--- src/design/rlcdp_pkg.sv ---
// package: constants and types for the rotate-left-through-carry datapath
package rlcdp_pkg;
  localparam int          DATA_W         = 8;
  localparam int          ADDR_W         = 12;
  localparam logic [7:0]  ILO_LIMIT      = 8'h5F;
  localparam logic [7:0]  ACCESS_SPLIT   = 8'h80;
  localparam logic [3:0]  ACCESS_HI_BANK = 4'hF;
  localparam logic [7:0]  DATA_RST       = 8'h00;
  localparam logic [11:0] ADDR_RST       = 12'h000;
  localparam logic [5:0]  OPC_ROT_CARRY  = 6'h0D;
  localparam int          OPC_LSB        = 10;
  localparam int          DEST_BIT       = 9;
  localparam int          ACC_BIT        = 8;

  typedef enum logic [1:0] {
    RLCDP_Q1,
    RLCDP_Q2,
    RLCDP_Q3,
    RLCDP_Q4
  } rlcdp_phase_t;
endpackage

--- src/design/rlcdp_if.sv ---
// interface: address resolver request and answer
`timescale 1ns/100ps
interface rlcdp_if;
  import rlcdp_pkg::*;
  logic [7:0]  f_addr;
  logic        acc_sel;
  logic        ext_en;
  logic [3:0]  bank;
  logic [7:0]  index_base;
  logic [11:0] eff_addr;

  modport core (output f_addr, acc_sel, ext_en, bank, index_base, input eff_addr);
  modport resolver (input f_addr, acc_sel, ext_en, bank, index_base, output eff_addr);
endinterface

--- src/design/rlcdp_addr.sv ---
// module: file address resolution
`timescale 1ns/100ps
module rlcdp_addr
  import rlcdp_pkg::*;
(
  rlcdp_if.resolver ai
);
  logic [11:0] sum;

  always_comb begin
    sum = {4'h0, ai.f_addr} + {4'h0, ai.index_base};
    // RQ6: indexed literal offset
    if (!ai.acc_sel && ai.ext_en && ai.f_addr <= ILO_LIMIT) begin
      sum = {4'h0, ai.f_addr} + {4'h0, ai.index_base};
      ai.eff_addr = sum;
    // RQ4: access bank mapping
    end else if (!ai.acc_sel) begin
      ai.eff_addr = (ai.f_addr < ACCESS_SPLIT) ? {4'h0, ai.f_addr} : {ACCESS_HI_BANK, ai.f_addr};
    // RQ5: bank select register
    end else begin
      ai.eff_addr = {ai.bank, ai.f_addr};
    end
  end
endmodule

--- src/design/rlcdp_top.sv ---
// module: rotate-left-through-carry execution datapath
//
// Function
// RQ1: rotate file register left one bit; bit 7 to carry, carry to bit 0.
// RQ2: destination bit 0 writes result to working register, file untouched.
// RQ3: destination bit 1 writes result back to the file register.
// RQ4: access bit 0 maps file address into the access bank.
// RQ5: access bit 1 uses bank select register to choose the bank.
// RQ6: access 0 with extended set and address up to 5Fh uses indexed offset.
// RQ7: one instruction cycle: decode, read, rotate, write over four phases; the code takes five clocks, an extra Q1 accepts the start.
`timescale 1ns/100ps
module rlcdp_top
  import rlcdp_pkg::*;
(
  // clock, reset and instruction request
  input  wire logic        MCLK,
  input  wire logic        RST,
  input  wire logic        START,
  input  wire logic [15:0] OPCODE,
  // addressing context and operand sources
  input  wire logic        EXT_EN,
  input  wire logic [3:0]  BANK_SEL,
  input  wire logic [7:0]  INDEX_BASE,
  input  wire logic [7:0]  CARRY_IN,
  input  wire logic [7:0]  W_IN,
  input  wire logic [7:0]  RD_DATA,
  // sequencer status and file memory port
  output logic             BUSY,
  output logic             ILLEGAL,
  output logic [11:0]      RD_ADDR,
  output logic             RD_EN,
  output logic [11:0]      WR_ADDR,
  output logic [7:0]       WR_DATA,
  output logic             WR_EN,
  // destinations and status flags
  output logic [7:0]       W_OUT,
  output logic             W_WE,
  output logic             C_OUT,
  output logic             N_OUT,
  output logic             Z_OUT,
  output logic             FLAGS_WE,
  output logic             DONE
);
  import rlcdp_pkg::*;

  // ----------------------------------------
  // elaboration checks
  // ----------------------------------------
  // the datapath is wired for byte operands and 12-bit file addresses
  generate
    if (DATA_W != 8) begin : g_chk_data_w
      $error("rlcdp_top: operand width must be 8 bits");
    end
    if (ADDR_W != 12) begin : g_chk_addr_w
      $error("rlcdp_top: file address width must be 12 bits");
    end
    // indexed window must sit inside the low half of the access bank
    if (ILO_LIMIT >= ACCESS_SPLIT) begin : g_chk_ilo
      $error("rlcdp_top: indexed window overlaps the upper access half");
    end
    // opcode, destination and access fields must tile the word
    if (OPC_LSB != DEST_BIT + 1 || DEST_BIT != ACC_BIT + 1 || ACC_BIT != 8) begin : g_chk_fields
      $error("rlcdp_top: opcode field layout does not match the decoder");
    end
  endgenerate

  // ----------------------------------------
  // state
  // ----------------------------------------
  typedef struct packed {
    rlcdp_phase_t phase;
    logic         busy;
    logic         illegal;
    logic [15:0]  op;
    logic [11:0]  addr;
    logic         rd_en;
    logic [7:0]   operand;
    logic         cin;
    logic [7:0]   result;
    logic         cout;
    logic [11:0]  wr_addr;
    logic [7:0]   wr_data;
    logic         wr_en;
    logic [7:0]   w;
    logic         w_we;
    logic         n;
    logic         z;
    logic         flags_we;
    logic         done;
  } rlcdp_state_t;

  rlcdp_state_t s_reg;
  rlcdp_state_t s_next;
  rlcdp_if      ai ();

  // ----------------------------------------
  // address resolution
  // ----------------------------------------
  assign ai.f_addr     = s_reg.op[7:0];
  assign ai.acc_sel    = s_reg.op[ACC_BIT];
  assign ai.ext_en     = EXT_EN;
  assign ai.bank       = BANK_SEL;
  assign ai.index_base = INDEX_BASE;

  rlcdp_addr u_addr (
    .ai (ai)
  );

  // ----------------------------------------
  // rotate network
  // ----------------------------------------
  // each result bit takes its right-hand neighbour; bit 0 takes the carry
  logic [7:0] rot_val;

  // RQ1: shift left through carry
  for (genvar b = 0; b < 8; b++) begin : g_rot
    if (b == 0) begin : g_carry
      assign rot_val[b] = s_reg.cin;
    end else begin : g_shift
      assign rot_val[b] = s_reg.operand[b - 1];
    end
  end

  // ----------------------------------------
  // sequencer and datapath
  // ----------------------------------------
  always_comb begin
    s_next          = s_reg;
    // strobes are one-cycle pulses, low unless a phase raises them
    s_next.rd_en    = 1'b0;
    s_next.wr_en    = 1'b0;
    s_next.w_we     = 1'b0;
    s_next.flags_we = 1'b0;
    s_next.done     = 1'b0;
    s_next.illegal  = 1'b0;
    // RQ7: four phase sequence
    case (s_reg.phase)
      RLCDP_Q1: begin
        // a start while busy is never looked at here
        if (s_reg.busy) begin
          // address from latched operand with live bank and index
          s_next.addr  = ai.eff_addr;
          s_next.rd_en = 1'b1;
          s_next.phase = RLCDP_Q2;
        end else if (START) begin
          if (OPCODE[15:OPC_LSB] == OPC_ROT_CARRY) begin
            s_next.op   = OPCODE;
            s_next.cin  = CARRY_IN[0];
            s_next.busy = 1'b1;
          end else begin
            s_next.illegal = 1'b1;
          end
        end
      end
      RLCDP_Q2: begin
        s_next.operand = RD_DATA;
        s_next.phase   = RLCDP_Q3;
      end
      RLCDP_Q3: begin
        // RQ1: rotate through carry
        s_next.result = rot_val;
        s_next.cout   = s_reg.operand[7];
        s_next.phase  = RLCDP_Q4;
      end
      RLCDP_Q4: begin
        // RQ2: result to working register
        if (!s_reg.op[DEST_BIT]) begin
          s_next.w    = s_reg.result;
          s_next.w_we = 1'b1;
        // RQ3: result back to file
        end else begin
          s_next.wr_addr = s_reg.addr;
          s_next.wr_data = s_reg.result;
          s_next.wr_en   = 1'b1;
        end
        // status bits follow the result whichever destination is used
        s_next.n        = s_reg.result[7];
        s_next.z        = (s_reg.result == DATA_RST);
        s_next.flags_we = 1'b1;
        s_next.done     = 1'b1;
        s_next.busy     = 1'b0;
        s_next.phase    = RLCDP_Q1;
      end
      default: begin
        s_next.phase = RLCDP_Q1;
        s_next.busy  = 1'b0;
      end
    endcase
  end

  // ----------------------------------------
  // state register
  // ----------------------------------------
  always_ff @(posedge MCLK) begin
    if (RST) begin
      s_reg         <= '0;
      s_reg.phase   <= RLCDP_Q1;
      s_reg.addr    <= ADDR_RST;
      s_reg.wr_addr <= ADDR_RST;
      s_reg.w       <= DATA_RST;
    end else begin
      s_reg <= s_next;
    end
  end

  // ----------------------------------------
  // outputs
  // ----------------------------------------
  assign BUSY     = s_reg.busy;
  assign ILLEGAL  = s_reg.illegal;
  assign RD_ADDR  = s_reg.addr;
  assign RD_EN    = s_reg.rd_en;
  assign WR_ADDR  = s_reg.wr_addr;
  assign WR_DATA  = s_reg.wr_data;
  assign WR_EN    = s_reg.wr_en;
  assign W_OUT    = s_reg.w;
  assign W_WE     = s_reg.w_we;
  assign C_OUT    = s_reg.cout;
  assign N_OUT    = s_reg.n;
  assign Z_OUT    = s_reg.z;
  assign FLAGS_WE = s_reg.flags_we;
  assign DONE     = s_reg.done;
endmodule

--- config.mk ---
export PLATFORM = sky130hd
export DESIGN_NAME = rlcdp_top
export DESIGN_NICKNAME = d
export VERILOG_FILES = /design/src/design/rlcdp_pkg.sv /design/src/design/rlcdp_if.sv /design/src/design/rlcdp_addr.sv /design/src/design/rlcdp_top.sv
export SDC_FILE = /design/constraint.sdc
export NUM_CORES = 1
export LEC_CHECK = 0
export BUFFER_PORTS_ARGS = -buffer_cell sky130_fd_sc_hd__buf_2
export CAP_MARGIN = 20
export CORE_MARGIN = 1.5
export CORE_UTILIZATION = 35
export DETAILED_ROUTE_END_ITERATION = 8
export SLEW_MARGIN = 40
export SYNTH_ARGS = -nofsm -noshare
export SYNTH_HDL_FRONTEND = slang
export SYNTH_SLANG_ARGS = --single-unit
export TNS_END_PERCENT = 30
--- constraint.sdc ---
create_clock -name MCLK -period 1.9 [get_ports MCLK]
set_clock_uncertainty 0.15 [all_clocks]
set_input_delay 0.38 -clock MCLK [delete_from_list [all_inputs] [get_ports MCLK]]
set_output_delay 0.38 -clock MCLK [all_outputs]
set_load 0.01 [all_outputs]
==> run summary, run 1 <==
Status = completed
Hold/Removal Path Class = input pin to flip-flop
Fin crit period = 1.86 ns
# port buffers = 90
# DRC = 0
Worst slew margin = 0.682
Num Clock Sinks = 78
Routed Antenna Nets = 0
Post-Place Cells = 588
Clk Latency, worst-skew pair = 0.34 ns
# setup viols final = 0
Unrepaired setup endpoints after global routing = true
Antenna violations before repair = 0
Number of fill cells in the layout = 1,041
N_diodes = 0
Worst setup SP type = flip-flop
Final Max Tran Viols = 0
Area delta synth->final = 17.5%
Nets = 536
DRT Pass-1 Iters = 4
Fin cells = 603
Max Clk Rate = 538 MHz
Starting density of the core = 0.363
Post-synthesis sequential area ratio = 0.438
Fraction of layout instances using a drive strength above 1 = 0.300
Overall power = 3.40 mW
Dominant cells by area after synthesis = dfxtp_1 44%, buf_4 8.6%, mux2i_1 8.4%
Max_cap viols = 0
Overall die height = 104 um
Dominant cell type by area after synthesis = dfxtp_1
DP Wirelength = 5880 um
LEAKAGE = 1.75 nW
Final hold slack = 0.116 ns
Final Instance Area = 4190 um^2
Mapped Nets = 477
Synth unique cells = 41
Area post-placement = 3940 um^2
Placer Congestion = 0.814
Least-Margin Pin Slew = 0.477 ns
Die width = 104 um
CTS tree = built
Core area = 9820 um^2
Count of final hold-check violations = 0
Wire per inst = 13.4 um
Clock Pin Slew Worst Setup and Hold Paths = 0.08 ns
Ports = 106
Pwr Density = 811 nW/um^2
Congestion Overflow GR = 0
Crit path DAT = 1.94 ns
Yosys top cell area share = 0.438
Post-Syn Area = 3570 um^2
CP Max Fanout = 4
Crit path capture type = flip-flop
Total CTS buffers = 9
Maximum root-to-sink buffer count = 2
Gate Count Post-Synth = 407
Row count = 36
Post-CTS Setup Bufs = 0
DR iter-0 viols = 108
Avg Vias per Cell = 4.62
Total wire length = 8050 um
GR Util All Layers = 0.149
CTS H-tree lvls = 3
Via count = 2,788
Post-synthesis register bit count = 78
Synth Area per Inst = 8.76 um^2
Kind of critical path = flip-flop to flip-flop
Vias in the first global route = 2,696
Period utilization = 0.978
Peak VDD IR = 0.402 mV
CTS root buf = clkbuf_8
Largest net degree at the start of global routing = 39
Number of warnings issued by yosys = 0
CP required = 1.98 ns
First-pass GRT wire length = 13,000 um
Die ar. = 10,800 um^2
[routing by layer]
metal  GRT usage  vias to the layer above  share of wire
met5           0                        -              0
met3      0.0388                        7          0.049
met1       0.202                     1262           0.49
met4      0.0536                        0          0.011
met2       0.228                       67           0.45
li1            -                     1452              -
[per-stage QoR]
stage | utilization | TNS (ns) | setup WS [ns]
6_report | 0.427 | 0 | 0.0412
2_1_floorplan | - | 0 | 0.0101
5_1_grt | 0.427 | -0.0673 | -0.0648
4_1_cts | 0.422 | -0.00313 | -0.00313
3_3_place_gp | 0.401 | -0.605 | -0.187
3_5_place_dp | 0.401 | -0.807 | -0.230
[final timing paths]
path	from	to	slack (ns)	depth (start not counted)
max reg2reg	ai.f_addr[1]	RD_ADDR[7]	0.04	6
max	ai.f_addr[1]	RD_ADDR[7]	0.04	6
min	OPCODE[6]	ai.f_addr[6]	0.12	3
min reg2reg	WR_ADDR[4]	WR_ADDR[4]	0.30	2
[kinds of logic (layout without fill, tap and decap cells)]
group / Yosys count / after routing / synth area share
buffers and inverters: 67 / 130 / 0.128
adder cells (fa/ha/maj): 14 / 14 / 0.0512
flip-flops: 78 / 78 / 0.438
multiplexers: 30 / 30 / 0.0842
XOR/XNOR: 4 / 4 / 0.00982
AND/OR/NAND/NOR: 150 / 150 / 0.182
AO/OA/AOI/OAI: 64 / 64 / 0.107
[power by group]
part / leakage (nW) / internal (mW) / switching [mW]
Clock: 0.109 / 0.733 / 0.614
Sequential: 0.630 / 1.68 / 0.0276
Combinational: 1.01 / 0.161 / 0.185
Total: 1.75 / 2.57 / 0.827
[repair_timing]
item                       CTS  global route
hold buffers                 0             0
gates resized for setup      1             7
gates cloned                 0             0
setup endpoints to repair    2             7
pin swaps                    4             3
[Yosys cell counts (all sizes together)]
library cell  count
nand3b            1
o31ai             1
a21o              1
a311o             1
a21oi            40
xnor2             2
nand4b            1
and3              2
clkbuf           13
inv               4
and2              2
and4b             1
o211ai            3
nor3             10
o21bai            1
a211o             2
nand2b            3
nand3             6
a31oi             3
nor2b             4
buf              50
a211oi            4
dfxtp            78
nor2             46
mux2i            30
a311oi            2
fa                1
xor2              2
ha               13
nand2            70
nor4              4
o21ai             5
o311ai            1
[worst max-delay path, cell delays in order, from the launching register on]
cell	delay [ns]
dfxtp_2	0.35
ha_1	0.31
a211oi_2	0.26
o31ai_4	0.11
and4b_1	0.22
o311ai_2	0.26
o21ai_1	0.09
[layout make-up]
cell class                      instances  area, um^2  area share
Tap cell                              133         166      0.0397
Timing Repair Buffer                  111         621       0.148
Multi-Input combinational cell        262        1610       0.385
Clock buffer                            9         124      0.0296
Sequential cell                        78        1560       0.373
Clock inverter                          6        87.6      0.0209
Inverter                                4        15.0     0.00358
[cell usage in the layout, fill, tap and decap left out, types with 3 or more instances in the layout]
cell and count:
nor2b_1 3, o211ai_1 3, ha_1 11, nand3_1 6
nor2_1 46, nand2_1 70, a211oi_1 3, nor3_1 9
mux2i_1 30, nand2b_1 3, clkbuf_8 9, a31oi_1 3
buf_2 90, a21oi_1 38, dfxtp_1 76, buf_4 20
inv_1 4, nor4_1 4
Power figures use the tool's default switching activity.
==> run 2: changes to the inputs <==
BUFFER_PORTS_ARGS = -buffer_cell sky130_fd_sc_hd__clkbuf_2   (was -buffer_cell sky130_fd_sc_hd__buf_2)
CORE_UTILIZATION = 46   (was 35)
PLACE_DENSITY = 0.75   (was default)
TNS_END_PERCENT = default   (was 30)
==> run 2 against run 1 <==
Compared with the run above: core utilization rose by 13 points; non-clock buffer count fell by 2; power fell by 5.4%; die area fell by 23%; routed wire length is 11% lower; count of clock-buffer cells in the layout stayed put; critical path depth up 1; first-iteration DRC count fell by 25%; final cell count down 5.8%; via count shrank 0.93%; largest power group unchanged.
==> run summary, run 2 (synthesized netlist as in run 1, its figures left out) <==
Fraction of layout instances using a drive strength above 1 = 0.301 (was 0.300)
Period utilization = 0.987 (was 0.978)
Least-Margin Pin Slew = 0.513 ns (was 0.477 ns)
Worst R2R Path Depth = 7 (was 6)
Overall die height = 91.1 um (was 104 um)
Die width = 91.1 um (was 104 um)
Via count = 2,762 (was 2,788)
DP Wirelength = 5400 um (was 5880 um)
Kind of critical path = flip-flop to flip-flop (unchanged)
CP required = 1.97 ns (was 1.98 ns)
Wire per inst = 12.6 um (was 13.4 um)
Antenna violations before repair = 0 (unchanged)
First-pass GRT wire length = 11,800 um (was 13,000 um)
Ports = 106 (unchanged)
Unrepaired setup endpoints after global routing = true (unchanged)
Largest net degree at the start of global routing = 42 (was 39)
Area delta synth->final = 14.8% (was 17.5%)
CTS root buf = clkbuf_8 (unchanged)
Max_cap viols = 0 (unchanged)
FF-to-FF setup slack = 0.02 ns (was 0.04 ns)
Status = completed (unchanged)
Worst Min Path Start = RD_DATA[2] (was OPCODE[6])
Number of fill cells in the layout = 721 (was 1,041)
Worst setup SP type = flip-flop (unchanged)
LEAKAGE = 1.68 nW (was 1.75 nW)
# DRC = 0 (unchanged)
Area post-placement = 3880 um^2 (was 3940 um^2)
Maximum root-to-sink buffer count = 2 (unchanged)
WHS Endpoint = rot_val[3] (was ai.f_addr[6])
FF+latch area = 1560 um^2 (unchanged)
Setup TNS = 0 ns (unchanged)
Most common cell after layout, fill and taps aside = clkbuf_2 (was buf_2)
Clk Latency, worst-skew pair = 0.35 ns (was 0.34 ns)
Final hold slack = 0.111 ns (was 0.116 ns)
Final Max Tran Viols = 0 (unchanged)
Max Clk Rate = 533 MHz (was 538 MHz)
# port buffers = 90 (unchanged)
Clock Pin Slew Worst Setup and Hold Paths = 0.09 ns (was 0.08 ns)
Die ar. = 8290 um^2 (was 10,800 um^2)
Peak VDD IR = 0.346 mV (was 0.402 mV)
Placer Congestion = 0.873 (was 0.814)
Reg2reg end = RD_ADDR[8] (was RD_ADDR[7])
CP Max Fanout = 3 (was 4)
Worst slew margin = 0.658 (was 0.682)
WHS Path Cells = 3 (unchanged)
Congestion Overflow GR = 0 (unchanged)
Overall power = 3.21 mW (was 3.40 mW)
Avg Vias per Cell = 4.86 (was 4.62)
Most frequent cells in the layout = 90 x clkbuf_2, 76 x dfxtp_1, 70 x nand2_1, 46 x nor2_1, 37 x a21oi_1 (was 90 x buf_2, 76 x dfxtp_1, 70 x nand2_1, 46 x nor2_1, 38 x a21oi_1)
Dpl ws = -0.206 ns (was -0.230 ns)
Total wire length = 7160 um (was 8050 um)
Count of final hold-check violations = 0 (unchanged)
N_diodes = 0 (unchanged)
Crit path capture type = flip-flop (unchanged)
Pwr Density = 785 nW/um^2 (was 811 nW/um^2)
Num Clock Sinks = 78 (unchanged)
Critical Path Source = ai.f_addr[0] (was ai.f_addr[1])
Hold/Removal Path Class = input pin to flip-flop (unchanged)
Hold-fix buffers at CTS = 0 (unchanged)
Final Instance Area = 4100 um^2 (was 4190 um^2)
Fin crit period = 1.88 ns (was 1.86 ns)
Total CTS buffers = 9 (unchanged)
DR iter-0 viols = 81 (was 108)
Vias in the first global route = 2,539 (was 2,696)
# setup viols final = 0 (unchanged)
Routed Antenna Nets = 0 (unchanged)
DRT Pass-1 Iters = 6 (was 4)
Starting density of the core = 0.484 (was 0.363)
Reg-to-reg startpoint = ai.f_addr[0] (was ai.f_addr[1])
Final WS setup = 0.0243 ns (was 0.0412 ns)
CTS H-tree lvls = 3 (unchanged)
Crit path DAT = 1.94 ns (about the same)
Core area = 7370 um^2 (was 9820 um^2)
Area of the multi-input gates = 1600 um^2 (was 1610 um^2)
Row count = 31 (was 36)
CTS tree = built (unchanged)
GR Util All Layers = 0.177 (was 0.149)
Nets = 534 (was 536)
## run 2: changes by cell type in the layout (fill, tap and decap cells not counted), sizes merged
| cell | previous run | this run |
|---|---|---|
| buf | 111 | 19 |
| bufinv | 2 | 0 |
| clkbuf | 9 | 99 |
| clkinv | 4 | 2 |
| clkinvlp | 0 | 1 |
| inv | 4 | 8 |
## run 2: power breakdown
part	internal (mW)	leakage, nW	switching (mW)
clock network	0.501	0.0927	0.659
registers	1.68	0.630	0.0281
logic	0.160	0.954	0.187
## run 2: metrics by stage
stage	std cells	utilization
2_1_floorplan	407	-
3_3_place_gp	552	0.526
5_1_grt	568	0.556
3_5_place_dp	552	0.526
4_1_cts	568	0.552
6_report	568	0.556
## run 2: how the worst max path moves through the flow
stage	endpoint	slack (ns)
detailed placement	RD_ADDR[8]	-0.21
finish	RD_ADDR[8]	0.02
floorplan	RD_ADDR[8]	0.01
global route	RD_ADDR[8]	-0.05
global placement	RD_ADDR[8]	-0.16
CTS	RD_ADDR[8]	-0.003
## run 2: per-layer routing
metal	wire [um]	up-vias	GRT usage
met2	3420	68	0.284
met5	0	-	0
met4	74	0	0.0586
met3	418	6	0.0536
li1	-	1447	-
met1	3240	1241	0.228
## run 2: area by class of cell
| type | instances | share of cell area |
|---|---|---|
| Multi-Input combinational cell | 262 | 0.391 |
| Sequential cell | 78 | 0.382 |
| Timing Repair Buffer | 109 | 0.148 |
| Clock buffer | 9 | 0.0302 |
| Clock inverter | 7 | 0.0153 |
| Tap cell | 99 | 0.0302 |
| Inverter | 4 | 0.00367 |
## run 2: what timing repair did
action,CTS,global route
setup endpoints to repair,3,6
pin swaps,2,3
resized for setup,2,5
cloned,0,0
setup buffers,0,0
## run 2: worst max-delay path: stages, from the launching register on
cell      delay, ns
dfxtp_2        0.34
ha_4           0.16
fa_2           0.35
a21oi_2        0.18
o21ai_2        0.09
a211o_1        0.29
o211ai_1       0.09
a31oi_1        0.10
